`src/logic/cafm_pkg.sv`:
```
// Constants for the acceptance filter match block
//
// Contract
// - Filters 12 to 15 each hold a four-bit receive buffer pointer.
// - Each filter holds an 11-bit standard identifier; compared bits must be equal.
// - With mask type qualifier set, type select picks extended or standard messages.
// - With mask type qualifier clear, the filter type select is ignored.
// - Top two extended identifier bits sit in bits 1:0 of standard register.
// - Lower sixteen extended identifier bits sit in their own register and must match.
// - Standard register bits 4 and 2 are unimplemented and read zero.
// - Sixteen filters, each with standard and extended identifier registers.
// - Filters 0 to 7 have two-bit mask source fields, filter 7 on top.
// - Each filter has an enable bit; a disabled filter never hits.
package cafm_pkg;
	localparam int ADDR_W = 6;
	localparam int DATA_W = 16;

	// Word addresses on the register port
	localparam logic [5:0] OFF_SID_BASE     = 6'h00;
	localparam logic [5:0] OFF_EID_BASE     = 6'h10;
	localparam logic [5:0] OFF_BUF_PTR      = 6'h20;
	localparam logic [5:0] OFF_MSK_SEL      = 6'h21;
	localparam logic [5:0] OFF_FILT_EN      = 6'h22;
	localparam logic [5:0] OFF_HIT_STAT     = 6'h23;
	localparam logic [5:0] OFF_MSK_SID_BASE = 6'h24;
	localparam logic [5:0] OFF_MSK_EID_BASE = 6'h28;
	localparam logic [5:0] OFF_END          = 6'h2b;

	// Standard identifier register layout
	localparam int SID_MSB  = 15;
	localparam int SID_LSB  = 5;
	localparam int TYPE_BIT = 3;
	localparam int EIDH_MSB = 1;
	localparam logic [15:0] SID_IMPL = 16'hffeb;

	localparam logic [15:0] BUF_PTR_RST = 16'h0000;
	localparam logic [15:0] MSK_SEL_RST = 16'h0000;
	localparam logic [15:0] FILT_EN_RST = 16'hffff;
	localparam logic [15:0] MASK_RST    = 16'h0000;
	localparam logic [15:0] ZERO16      = 16'h0000;

	localparam logic [3:0] BUF_FIFO     = 4'hf;
	localparam logic [1:0] MSEL_RSVD    = 2'h3;
	localparam logic [1:0] MSEL_MASK0   = 2'h0;
	localparam int         FIRST_PTR_FILT = 12;
	localparam int         NUM_MSEL_FILT  = 8;
	localparam int         NUM_MASKS      = 3;
endpackage

```
`src/logic/cafm_filter_cmp.sv`:
```
// One acceptance filter comparator
`timescale 1ns/1ns
`default_nettype none
module cafm_filter_cmp (
	input  wire logic        core_clk_in,
	input  wire logic        rst_b_in,
	input  wire logic        enable_in,
	input  wire logic [1:0]  mask_sel_in,
	input  wire logic [15:0] filt_sid_in,
	input  wire logic [15:0] filt_eid_in,
	input  wire logic [15:0] mask_sid_in,
	input  wire logic [15:0] mask_eid_in,
	input  wire logic        msg_ext_in,
	input  wire logic [10:0] msg_sid_in,
	input  wire logic [17:0] msg_eid_in,
	output logic             match_out
);
	logic sid_ok;
	logic eidh_ok;
	logic eidl_ok;
	logic type_ok;

	always_comb begin
		sid_ok = ((filt_sid_in[cafm_pkg::SID_MSB:cafm_pkg::SID_LSB] ^ msg_sid_in)
			& mask_sid_in[cafm_pkg::SID_MSB:cafm_pkg::SID_LSB]) == 11'h000;
		// extended bits 17:16, only for extended messages
		eidh_ok = !msg_ext_in || (((filt_sid_in[cafm_pkg::EIDH_MSB:0] ^ msg_eid_in[17:16])
			& mask_sid_in[cafm_pkg::EIDH_MSB:0]) == 2'h0);
		eidl_ok = !msg_ext_in || (((filt_eid_in ^ msg_eid_in[15:0]) & mask_eid_in)
			== cafm_pkg::ZERO16);
		// type select only counts when qualifier set
		type_ok = !mask_sid_in[cafm_pkg::TYPE_BIT]
			|| (filt_sid_in[cafm_pkg::TYPE_BIT] == msg_ext_in);
		// disabled filter or reserved mask never hits
		match_out = enable_in && (mask_sel_in != cafm_pkg::MSEL_RSVD)
			&& sid_ok && eidh_ok && eidl_ok && type_ok;
	end

	chk_sid_equal: assert property (@(posedge core_clk_in) disable iff (!rst_b_in)
		match_out |-> ((filt_sid_in[15:5] & mask_sid_in[15:5])
		== (msg_sid_in & mask_sid_in[15:5])))
		else $error("standard identifier mismatch on hit");
	chk_type_qual: assert property (@(posedge core_clk_in) disable iff (!rst_b_in)
		(match_out && mask_sid_in[3]) |-> (filt_sid_in[3] == msg_ext_in))
		else $error("identifier type mismatch on hit");
	chk_eid_high: assert property (@(posedge core_clk_in) disable iff (!rst_b_in)
		(match_out && msg_ext_in) |-> ((filt_sid_in[1:0] & mask_sid_in[1:0])
		== (msg_eid_in[17:16] & mask_sid_in[1:0])))
		else $error("extended high bits mismatch on hit");
	chk_eid_low: assert property (@(posedge core_clk_in) disable iff (!rst_b_in)
		(match_out && msg_ext_in) |-> ((filt_eid_in & mask_eid_in)
		== (msg_eid_in[15:0] & mask_eid_in)))
		else $error("extended low bits mismatch on hit");
endmodule
`default_nettype wire

```
`src/logic/cafm_first_hit.sv`:
```
// Lowest-numbered hit picker
`timescale 1ns/1ns
`default_nettype none
module cafm_first_hit #(
	parameter int N = 16
) (
	input  wire logic [N-1:0]         hit_vec_in,
	output logic                      any_out,
	output logic [$clog2(N)-1:0]      idx_out
);
	initial begin
		if (N < 2) begin
			$error("cafm_first_hit needs N of at least 2");
		end
	end

	// Lower filter number wins when several hit
	always_comb begin
		any_out = |hit_vec_in;
		idx_out = '0;
		for (int i = N - 1; i >= 0; i--) begin
			if (hit_vec_in[i]) begin
				idx_out = i[$clog2(N)-1:0];
			end
		end
	end
endmodule
`default_nettype wire

```
`src/logic/cafm_filter_match.sv`:
```
// Acceptance filter bank with register port and hit result
//
// The address map and the address-and-strobe port were decided locally.
`timescale 1ns/1ns
`default_nettype none
module cafm_filter_match #(
	parameter int FILTERS = 16
) (
	input  wire logic        core_clk_in,
	input  wire logic        rst_b_in,
	input  wire logic [5:0]  addr_in,
	input  wire logic [15:0] wr_data_in,
	input  wire logic        wr_en_in,
	input  wire logic        rd_en_in,
	output logic      [15:0] rd_data_out,
	input  wire logic        msg_valid_in,
	input  wire logic        msg_ext_in,
	input  wire logic [10:0] msg_sid_in,
	input  wire logic [17:0] msg_eid_in,
	output logic             hit_valid_out,
	output logic             hit_out,
	output logic      [3:0]  hit_filter_out,
	output logic      [1:0]  hit_mask_out,
	output logic      [3:0]  hit_buffer_out,
	output logic             hit_fifo_out
);
	// Register layout packs exactly sixteen filters
	initial begin
		if (FILTERS != 16) begin
			$error("cafm_filter_match supports exactly 16 filters");
		end
	end

	logic [15:0] sid_ff [FILTERS];
	logic [15:0] nxt_sid [FILTERS];
	logic [15:0] eid_ff [FILTERS];
	logic [15:0] nxt_eid [FILTERS];
	logic [15:0] msk_sid_ff [cafm_pkg::NUM_MASKS];
	logic [15:0] nxt_msk_sid [cafm_pkg::NUM_MASKS];
	logic [15:0] msk_eid_ff [cafm_pkg::NUM_MASKS];
	logic [15:0] nxt_msk_eid [cafm_pkg::NUM_MASKS];
	logic [15:0] buf_ptr_ff;
	logic [15:0] nxt_buf_ptr;
	logic [15:0] msk_sel_ff;
	logic [15:0] nxt_msk_sel;
	logic [15:0] filt_en_ff;
	logic [15:0] nxt_filt_en;
	logic [15:0] rd_data_ff;
	logic [15:0] nxt_rd_data;
	logic        hit_valid_ff;
	logic        nxt_hit_valid;
	logic        hit_ff;
	logic        nxt_hit;
	logic [3:0]  hit_filter_ff;
	logic [3:0]  nxt_hit_filter;
	logic [1:0]  hit_mask_ff;
	logic [1:0]  nxt_hit_mask;
	logic [3:0]  hit_buffer_ff;
	logic [3:0]  nxt_hit_buffer;
	logic        hit_fifo_ff;
	logic        nxt_hit_fifo;

	logic [FILTERS-1:0] match_vec;
	logic [FILTERS-1:0] rsvd_vec;
	logic [1:0]         msel_of [FILTERS];
	logic [3:0]         dest_of [FILTERS];
	logic               any_hit;
	logic [3:0]         first_idx;
	logic [1:0]         msk_idx;
	logic [3:0]         reg_idx;

	// Register writes
	always_comb begin
		nxt_sid     = sid_ff;
		nxt_eid     = eid_ff;
		nxt_msk_sid = msk_sid_ff;
		nxt_msk_eid = msk_eid_ff;
		nxt_buf_ptr = buf_ptr_ff;
		nxt_msk_sel = msk_sel_ff;
		nxt_filt_en = filt_en_ff;
		reg_idx     = addr_in[3:0];
		msk_idx     = addr_in[1:0];
		if (wr_en_in) begin
			if (addr_in < cafm_pkg::OFF_EID_BASE) begin
				nxt_sid[reg_idx] = wr_data_in & cafm_pkg::SID_IMPL;
			end else if (addr_in < cafm_pkg::OFF_BUF_PTR) begin
				nxt_eid[reg_idx] = wr_data_in;
			end else if (addr_in == cafm_pkg::OFF_BUF_PTR) begin
				nxt_buf_ptr = wr_data_in;
			end else if (addr_in == cafm_pkg::OFF_MSK_SEL) begin
				nxt_msk_sel = wr_data_in;
			end else if (addr_in == cafm_pkg::OFF_FILT_EN) begin
				nxt_filt_en = wr_data_in;
			end else if ((addr_in >= cafm_pkg::OFF_MSK_SID_BASE)
				&& (addr_in < cafm_pkg::OFF_MSK_EID_BASE - 6'h01)) begin
				nxt_msk_sid[msk_idx] = wr_data_in & cafm_pkg::SID_IMPL;
			end else if ((addr_in >= cafm_pkg::OFF_MSK_EID_BASE)
				&& (addr_in < cafm_pkg::OFF_END)) begin
				nxt_msk_eid[msk_idx] = wr_data_in;
			end
		end
	end

	always_ff @(posedge core_clk_in) begin
		sid_ff <= nxt_sid;
		eid_ff <= nxt_eid;
	end

	// control registers reset to known values
	always_ff @(posedge core_clk_in or negedge rst_b_in) begin
		if (!rst_b_in) begin
			buf_ptr_ff <= cafm_pkg::BUF_PTR_RST;
			msk_sel_ff <= cafm_pkg::MSK_SEL_RST;
			filt_en_ff <= cafm_pkg::FILT_EN_RST;
			for (int m = 0; m < cafm_pkg::NUM_MASKS; m++) begin
				msk_sid_ff[m] <= cafm_pkg::MASK_RST;
				msk_eid_ff[m] <= cafm_pkg::MASK_RST;
			end
		end else begin
			buf_ptr_ff <= nxt_buf_ptr;
			msk_sel_ff <= nxt_msk_sel;
			filt_en_ff <= nxt_filt_en;
			msk_sid_ff <= nxt_msk_sid;
			msk_eid_ff <= nxt_msk_eid;
		end
	end

	// Register reads, data valid for one cycle only
	always_comb begin
		nxt_rd_data = cafm_pkg::ZERO16;
		if (rd_en_in) begin
			if (addr_in < cafm_pkg::OFF_EID_BASE) begin
				// bits 4 and 2 read zero
				nxt_rd_data = sid_ff[reg_idx] & cafm_pkg::SID_IMPL;
			end else if (addr_in < cafm_pkg::OFF_BUF_PTR) begin
				nxt_rd_data = eid_ff[reg_idx];
			end else if (addr_in == cafm_pkg::OFF_BUF_PTR) begin
				nxt_rd_data = buf_ptr_ff;
			end else if (addr_in == cafm_pkg::OFF_MSK_SEL) begin
				nxt_rd_data = msk_sel_ff;
			end else if (addr_in == cafm_pkg::OFF_FILT_EN) begin
				nxt_rd_data = filt_en_ff;
			end else if (addr_in == cafm_pkg::OFF_HIT_STAT) begin
				nxt_rd_data = {hit_ff, hit_fifo_ff, hit_mask_ff, hit_buffer_ff,
					4'h0, hit_filter_ff};
			end else if ((addr_in >= cafm_pkg::OFF_MSK_SID_BASE)
				&& (addr_in < cafm_pkg::OFF_MSK_EID_BASE - 6'h01)) begin
				nxt_rd_data = msk_sid_ff[msk_idx] & cafm_pkg::SID_IMPL;
			end else if ((addr_in >= cafm_pkg::OFF_MSK_EID_BASE)
				&& (addr_in < cafm_pkg::OFF_END)) begin
				nxt_rd_data = msk_eid_ff[msk_idx];
			end
		end
	end

	// Filter bank
	for (genvar k = 0; k < FILTERS; k++) begin : g_filt
		if (k < cafm_pkg::NUM_MSEL_FILT) begin : g_msel
			// two bits per filter, filter 7 on top
			assign msel_of[k] = msk_sel_ff[2*k+1:2*k];
		end else begin : g_mask0
			assign msel_of[k] = cafm_pkg::MSEL_MASK0;
		end
		if (k >= cafm_pkg::FIRST_PTR_FILT) begin : g_ptr
			assign dest_of[k] = buf_ptr_ff[4*(k-cafm_pkg::FIRST_PTR_FILT)+:4];
		end else begin : g_self
			assign dest_of[k] = 4'(k);
		end
		assign rsvd_vec[k] = (msel_of[k] == cafm_pkg::MSEL_RSVD);

		cafm_filter_cmp u_cmp (
			.core_clk_in (core_clk_in),
			.rst_b_in    (rst_b_in),
			.enable_in   (filt_en_ff[k]),
			.mask_sel_in (msel_of[k]),
			.filt_sid_in (sid_ff[k]),
			.filt_eid_in (eid_ff[k]),
			.mask_sid_in (msk_sid_ff[msel_of[k]]),
			.mask_eid_in (msk_eid_ff[msel_of[k]]),
			.msg_ext_in  (msg_ext_in),
			.msg_sid_in  (msg_sid_in),
			.msg_eid_in  (msg_eid_in),
			.match_out   (match_vec[k])
		);
	end

	cafm_first_hit #(
		.N (FILTERS)
	) u_first (
		.hit_vec_in (match_vec),
		.any_out    (any_hit),
		.idx_out    (first_idx)
	);

	// Result captured one cycle after the identifier
	always_comb begin
		nxt_hit_valid  = msg_valid_in;
		nxt_hit        = hit_ff;
		nxt_hit_filter = hit_filter_ff;
		nxt_hit_mask   = hit_mask_ff;
		nxt_hit_buffer = hit_buffer_ff;
		nxt_hit_fifo   = hit_fifo_ff;
		if (msg_valid_in) begin
			nxt_hit        = any_hit;
			nxt_hit_filter = first_idx;
			nxt_hit_mask   = msel_of[first_idx];
			nxt_hit_buffer = dest_of[first_idx];
			// all-ones pointer routes to the FIFO
			nxt_hit_fifo   = any_hit && (first_idx >= 4'(cafm_pkg::FIRST_PTR_FILT))
				&& (dest_of[first_idx] == cafm_pkg::BUF_FIFO);
		end
	end

	always_ff @(posedge core_clk_in or negedge rst_b_in) begin
		if (!rst_b_in) begin
			rd_data_ff    <= cafm_pkg::ZERO16;
			hit_valid_ff  <= 1'b0;
			hit_ff        <= 1'b0;
			hit_filter_ff <= 4'h0;
			hit_mask_ff   <= 2'h0;
			hit_buffer_ff <= 4'h0;
			hit_fifo_ff   <= 1'b0;
		end else begin
			rd_data_ff    <= nxt_rd_data;
			hit_valid_ff  <= nxt_hit_valid;
			hit_ff        <= nxt_hit;
			hit_filter_ff <= nxt_hit_filter;
			hit_mask_ff   <= nxt_hit_mask;
			hit_buffer_ff <= nxt_hit_buffer;
			hit_fifo_ff   <= nxt_hit_fifo;
		end
	end

	assign rd_data_out    = rd_data_ff;
	assign hit_valid_out  = hit_valid_ff;
	assign hit_out        = hit_ff;
	assign hit_filter_out = hit_filter_ff;
	assign hit_mask_out   = hit_mask_ff;
	assign hit_buffer_out = hit_buffer_ff;
	assign hit_fifo_out   = hit_fifo_ff;

	chk_bp_readback: assert property (@(posedge core_clk_in) disable iff (!rst_b_in)
		(rd_en_in && addr_in == cafm_pkg::OFF_BUF_PTR) |=> rd_data_out == $past(buf_ptr_ff))
		else $error("buffer pointer readback wrong");
	chk_msel_readback: assert property (@(posedge core_clk_in) disable iff (!rst_b_in)
		(rd_en_in && addr_in == cafm_pkg::OFF_MSK_SEL) |=> rd_data_out == $past(msk_sel_ff))
		else $error("mask select readback wrong");
	chk_sid_rsvd: assert property (@(posedge core_clk_in) disable iff (!rst_b_in)
		(rd_en_in && addr_in < cafm_pkg::OFF_EID_BASE) |=> (rd_data_out[4] == 1'b0
		&& rd_data_out[2] == 1'b0))
		else $error("unimplemented identifier bits read nonzero");
	chk_hit_enable: assert property (@(posedge core_clk_in) disable iff (!rst_b_in)
		(match_vec & ~filt_en_ff) == '0)
		else $error("disabled filter reported a match");
	chk_rsvd_mask: assert property (@(posedge core_clk_in) disable iff (!rst_b_in)
		(match_vec & rsvd_vec) == '0)
		else $error("filter with reserved mask select matched");
	chk_fifo_route: assert property (@(posedge core_clk_in) disable iff (!rst_b_in)
		hit_fifo_out |-> (hit_out && hit_buffer_out == cafm_pkg::BUF_FIFO
		&& hit_filter_out[3:2] == 2'h3))
		else $error("FIFO routing without all-ones pointer");
	chk_hit_latency: assert property (@(posedge core_clk_in) disable iff (!rst_b_in)
		msg_valid_in |=> (hit_valid_out && hit_out == $past(any_hit)))
		else $error("hit result not one cycle after identifier");
	chk_no_spurious: assert property (@(posedge core_clk_in) disable iff (!rst_b_in)
		!msg_valid_in |=> !hit_valid_out)
		else $error("hit result without identifier");

	// Routing checks rebuild each field from the raw registers
	chk_ptr_dest: assert property (@(posedge core_clk_in) disable iff (!rst_b_in)
		(msg_valid_in && any_hit && first_idx[3:2] == 2'h3)
		|=> hit_buffer_out == $past(buf_ptr_ff[{first_idx[1:0], 2'h0} +: 4]))
		else $error("pointer filter routed to wrong buffer");
	chk_msel_route: assert property (@(posedge core_clk_in) disable iff (!rst_b_in)
		(msg_valid_in && any_hit && !first_idx[3])
		|=> hit_mask_out == $past(msk_sel_ff[{first_idx[2:0], 1'b0} +: 2]))
		else $error("hit reports wrong mask source");
	chk_fifo_only: assert property (@(posedge core_clk_in) disable iff (!rst_b_in)
		(msg_valid_in && !(any_hit && first_idx[3:2] == 2'h3))
		|=> !hit_fifo_out)
		else $error("FIFO routing without pointer filter hit");
	chk_sid_store: assert property (@(posedge core_clk_in) disable iff (!rst_b_in)
		(wr_en_in && addr_in < cafm_pkg::OFF_EID_BASE)
		|=> (sid_ff[$past(reg_idx)] & ~cafm_pkg::SID_IMPL) == cafm_pkg::ZERO16)
		else $error("unimplemented identifier bits stored");
	chk_rd_idle: assert property (@(posedge core_clk_in) disable iff (!rst_b_in)
		!rd_en_in |=> rd_data_out == cafm_pkg::ZERO16)
		else $error("read data outside the read cycle");

	cov_fifo_hit: cover property (@(posedge core_clk_in) disable iff (!rst_b_in)
		hit_valid_out && hit_fifo_out);
	cov_buffer_hit: cover property (@(posedge core_clk_in) disable iff (!rst_b_in)
		hit_valid_out && hit_out && !hit_fifo_out);
	cov_miss: cover property (@(posedge core_clk_in) disable iff (!rst_b_in)
		hit_valid_out && !hit_out);
	cov_ext_msg: cover property (@(posedge core_clk_in) disable iff (!rst_b_in)
		msg_valid_in && msg_ext_in ##1 hit_out);
	cov_two_hits: cover property (@(posedge core_clk_in) disable iff (!rst_b_in)
		msg_valid_in && !$onehot0(match_vec));
endmodule
`default_nettype wire

```
`config.mk`:
```
export PLATFORM = sky130hd
export DESIGN_NAME = cafm_filter_match
export DESIGN_NICKNAME = d
export VERILOG_FILES = /design/src/logic/cafm_pkg.sv /design/src/logic/cafm_filter_cmp.sv /design/src/logic/cafm_first_hit.sv /design/src/logic/cafm_filter_match.sv
export SDC_FILE = /design/constraint.sdc
export NUM_CORES = 2
export LEC_CHECK = 0
export BUFFER_PORTS_ARGS = -buffer_cell sky130_fd_sc_hd__buf_4
export CAP_MARGIN = 30
export CORE_UTILIZATION = 40
export CTS_BUF_LIST = sky130_fd_sc_hd__clkbuf_4 sky130_fd_sc_hd__clkbuf_8
export CTS_CLUSTER_SIZE = 20
export DETAILED_ROUTE_END_ITERATION = 8
export PLACE_DENSITY_LB_ADDON = 0.05
export SETUP_SLACK_MARGIN = 0.3
export SLEW_MARGIN = 20
export SYNTH_ARGS = -nofsm -noshare
export SYNTH_HDL_FRONTEND = slang
export SYNTH_SLANG_ARGS = --single-unit
```
`constraint.sdc`:
```
create_clock -name core_clk_in -period 3.36 [get_ports core_clk_in]
set_clock_uncertainty 0.05 [all_clocks]
set_input_delay 0.336 -clock core_clk_in [delete_from_list [all_inputs] [get_ports core_clk_in]]
set_output_delay 0.336 -clock core_clk_in [all_outputs]
set_load 0.01 [all_outputs]
```
==> flow_metrics.env <==
export IMPL_synth_top_cell_by_area="edfxtp_1"
export IMPL_syn_avg_cell_area_um2=12.13
export IMPL_die_y_um=319.1
export IMPL_irDropWorstVdd_uv=316.3
export IMPL_postRouteAntennaNets=0
export IMPL_worstPathRequired_ps=4030
export IMPL_maxSlewViolCount=0
export IMPL_arrival_ps=4650
export IMPL_drc=0
export IMPL_area_growth_syn_to_layout_pct=29.29
export IMPL_clk_pin_slew_worst_paths_ps=70
export IMPL_final_setup_viol_count=12
export IMPL_port_buffers=85
export IMPL_antenna_found_initial=16
export IMPL_synth_top_flop_cell="edfxtp_1"
export IMPL_postSynth_asyncResetShare=0.2581
export IMPL_global_route_overflow_total=0
export IMPL_start_kind="flip-flop"
export IMPL_track_usage=0.3824
export IMPL_wl_per_cell_um=36.00
export IMPL_cts_buffers=114
export IMPL_vias_per_cell=6.240
export IMPL_ys_warn_count=0
export IMPL_yosysMostFrequentCell="edfxtp_1"
export IMPL_clk_insertion_delay_late_ps=820
export IMPL_critPathMaxFanout=7
export IMPL_setup_ws_ps=-614.6
export IMPL_clk_root_buffer_cell="clkbuf_8"
export IMPL_htree_levels=3
export IMPL_synth_area_leaders="edfxtp_1, dfrtp_1, mux4_2, mux2_2, xor2_1"
export IMPL_finalNetCount=4147
export IMPL_p_total_mw=25.17
export IMPL_hold_viol=0
export IMPL_min_period_ps=3975
export IMPL_io_pins=86
export IMPL_cts_buffer_depth=3
export IMPL_die_area_um2=101800
export IMPL_whs_ps=47.78
export IMPL_rsz0062_at_grt="true"
export IMPL_post_route_period_util=1.183
export IMPL_use_met3=0.08922
export IMPL_ys_seq_area_frac=0.4627
export IMPL_worstSetupPathType="flip-flop to flip-flop"
export IMPL_fmax_mhz=251.6
export IMPL_initial_utilization=0.4064
export IMPL_relSlewSlack=0.4753
export IMPL_numClockSinks=647
export IMPL_synthCells=3316
export IMPL_critical_path_endpoint_type="flip-flop"
export IMPL_drive_gt1_frac=0.4085
export IMPL_fp_row_count=115
export IMPL_synth_enable_flop_cells=480
export IMPL_finalWirelength_mm=197.4
export IMPL_via_count=34210
export IMPL_core_area_um2=98990
export IMPL_use_met1=0.5578
export IMPL_failed_checks="negative setup slack"
export IMPL_pre_cts_slack_ps=-1471
export IMPL_drv_cap=0
export IMPL_cts_tree="built"
export IMPL_synth_common_cells="edfxtp_1, xor2_1, mux2_2"
export IMPL_p_leak_nw=19.85
export IMPL_grt_pass1_wl_mm=270.7
export IMPL_first_pass_iters=9
export IMPL_synth_top_area_share=0.3583
export IMPL_syn_nets=3373
export IMPL_die_w_um=319.1
export IMPL_dp_hpwl_mm=149.0
export IMPL_grt_pass1_vias=33250
export IMPL_worst_slew_pin_slew_ps=787.1
export IMPL_synth_cell_area_um2=40230
export IMPL_busiest_layer="met1"
export IMPL_hold_class="primary input to flip-flop"
export IMPL_synthDistinctLibCells=88
export IMPL_gp_congestion=1.073
export IMPL_use_met2=0.5475
export IMPL_grt_max_degree=63
export IMPL_outcome="complete, but fails checks"
export IMPL_drt_iter0_drc=4814
export IMPL_cellPowerDensity_nw_per_um2=483.9
export IMPL_ys_seq_elements=647
-- through the flow --
stage	cell area [um^2]	setup TNS (ps)	utilization	instances
3_3_place_gp	48360	-10560	0.4885	5212
5_1_grt	52000	-5676	0.5253	5477
6_report	52010	-4798	0.5254	5482
2_1_floorplan	40300	0	-	3316
4_1_cts	51500	-4350	0.5203	5444
3_5_place_dp	48360	-12680	0.4885	5212
-- path summary, 6_finish.rpt --
path | start | endpoint | slack [ps] | depth (start not counted)
hold / removal | wr_data_in[1] | eid_ff[97] | 50 | 1
setup reg to reg | msk_sel_ff[4] | hit_fifo_out | -610 | 16
setup / recovery | msk_sel_ff[4] | hit_fifo_out | -610 | 16
hold reg to reg | buf_ptr_ff[3] | buf_ptr_ff[3] | 500 | 1
min in group asynchronous | rst_b_in | msk_eid_ff[19] | 90 | 2
max in group asynchronous | rst_b_in | msk_sel_ff[10] | 2260 | 3
-- state kept, by name, indices dropped and copies added (netlist names), 2 cells and up --
name	cells
filt_en_ff	16
eid_ff	256
hit_filter_out	4
msk_sel_ff	16
hit_buffer_out	4
buf_ptr_ff	16
msk_sid_ff	42
msk_eid_ff	48
sid_ff	224
hit_mask_out	2
rd_data_out	16
-- what timing repair did --
action | in CTS | in global routing
gates cloned | 0 | 1
buffers inserted | 9 | 30
setup endpoints to repair | 12 | 12
endpoints found under the hold margin | 190 | 0
pin swaps | 27 | 24
hold buffers | 9 | 0
resized for setup | 96 | 47
-- critical path, stage by stage, from the launching register on --
cell and delay, ps:
dfrtp_2 440, buf_12 140, buf_8 130, mux2i_1 170, a211oi_2 110, a2111oi_4 450
nand3_4 180, o41ai_4 230, buf_4 190, nand4_1 270, nor2b_4 250, a41oi_4 350
buf_4 190, mux2i_1 210, a21oi_1 90, a31o_1 220, o31ai_2 210
-- logic make-up after synthesis --
| logic type | share of synthesized area |
|---|---|
| xor+xnor | 0.1045 |
| buf+inv | 0.04345 |
| simple gates | 0.07440 |
| mux | 0.1977 |
| flops | 0.4627 |
| compound gates | 0.1172 |
-- area by class of cell --
cell class,count,area (um^2)
diodes,7,17.52
clock buffers,160,1983
clock inverters,54,451.7
fillers,8648,46980
inverters,14,52.55
multi-input cells,2316,20590
flip-flops and latches,647,18630
well taps,1287,1610
repair buffers,997,8682
-- cells in the final DEF (no fill, tap or decap), types with 138 or more instances in the layout --
cell type / count
a21oi_1: 210
buf_4: 883
dfrtp_1: 138
edfxtp_1: 480
mux2_2: 229
mux2i_1: 181
mux4_2: 150
nand2b_1: 145
xnor2_1: 176
xor2_1: 296
-- per-layer routing --
layer,vias to the layer above,share of wire
met2,2209,0.42
met1,17480,0.43
met4,6,0.042
met5,-,0.00018
met3,372,0.11
li1,14140,-
-- power breakdown --
group	internal [mW]	leakage (nW)	switching (mW)
registers	8.93	6.48	0.452
clock network	4.30	1.29	3.73
logic	3.48	12.1	4.28
total	16.7	19.8	8.45
Note: power is estimated with default switching activity, not from simulation.
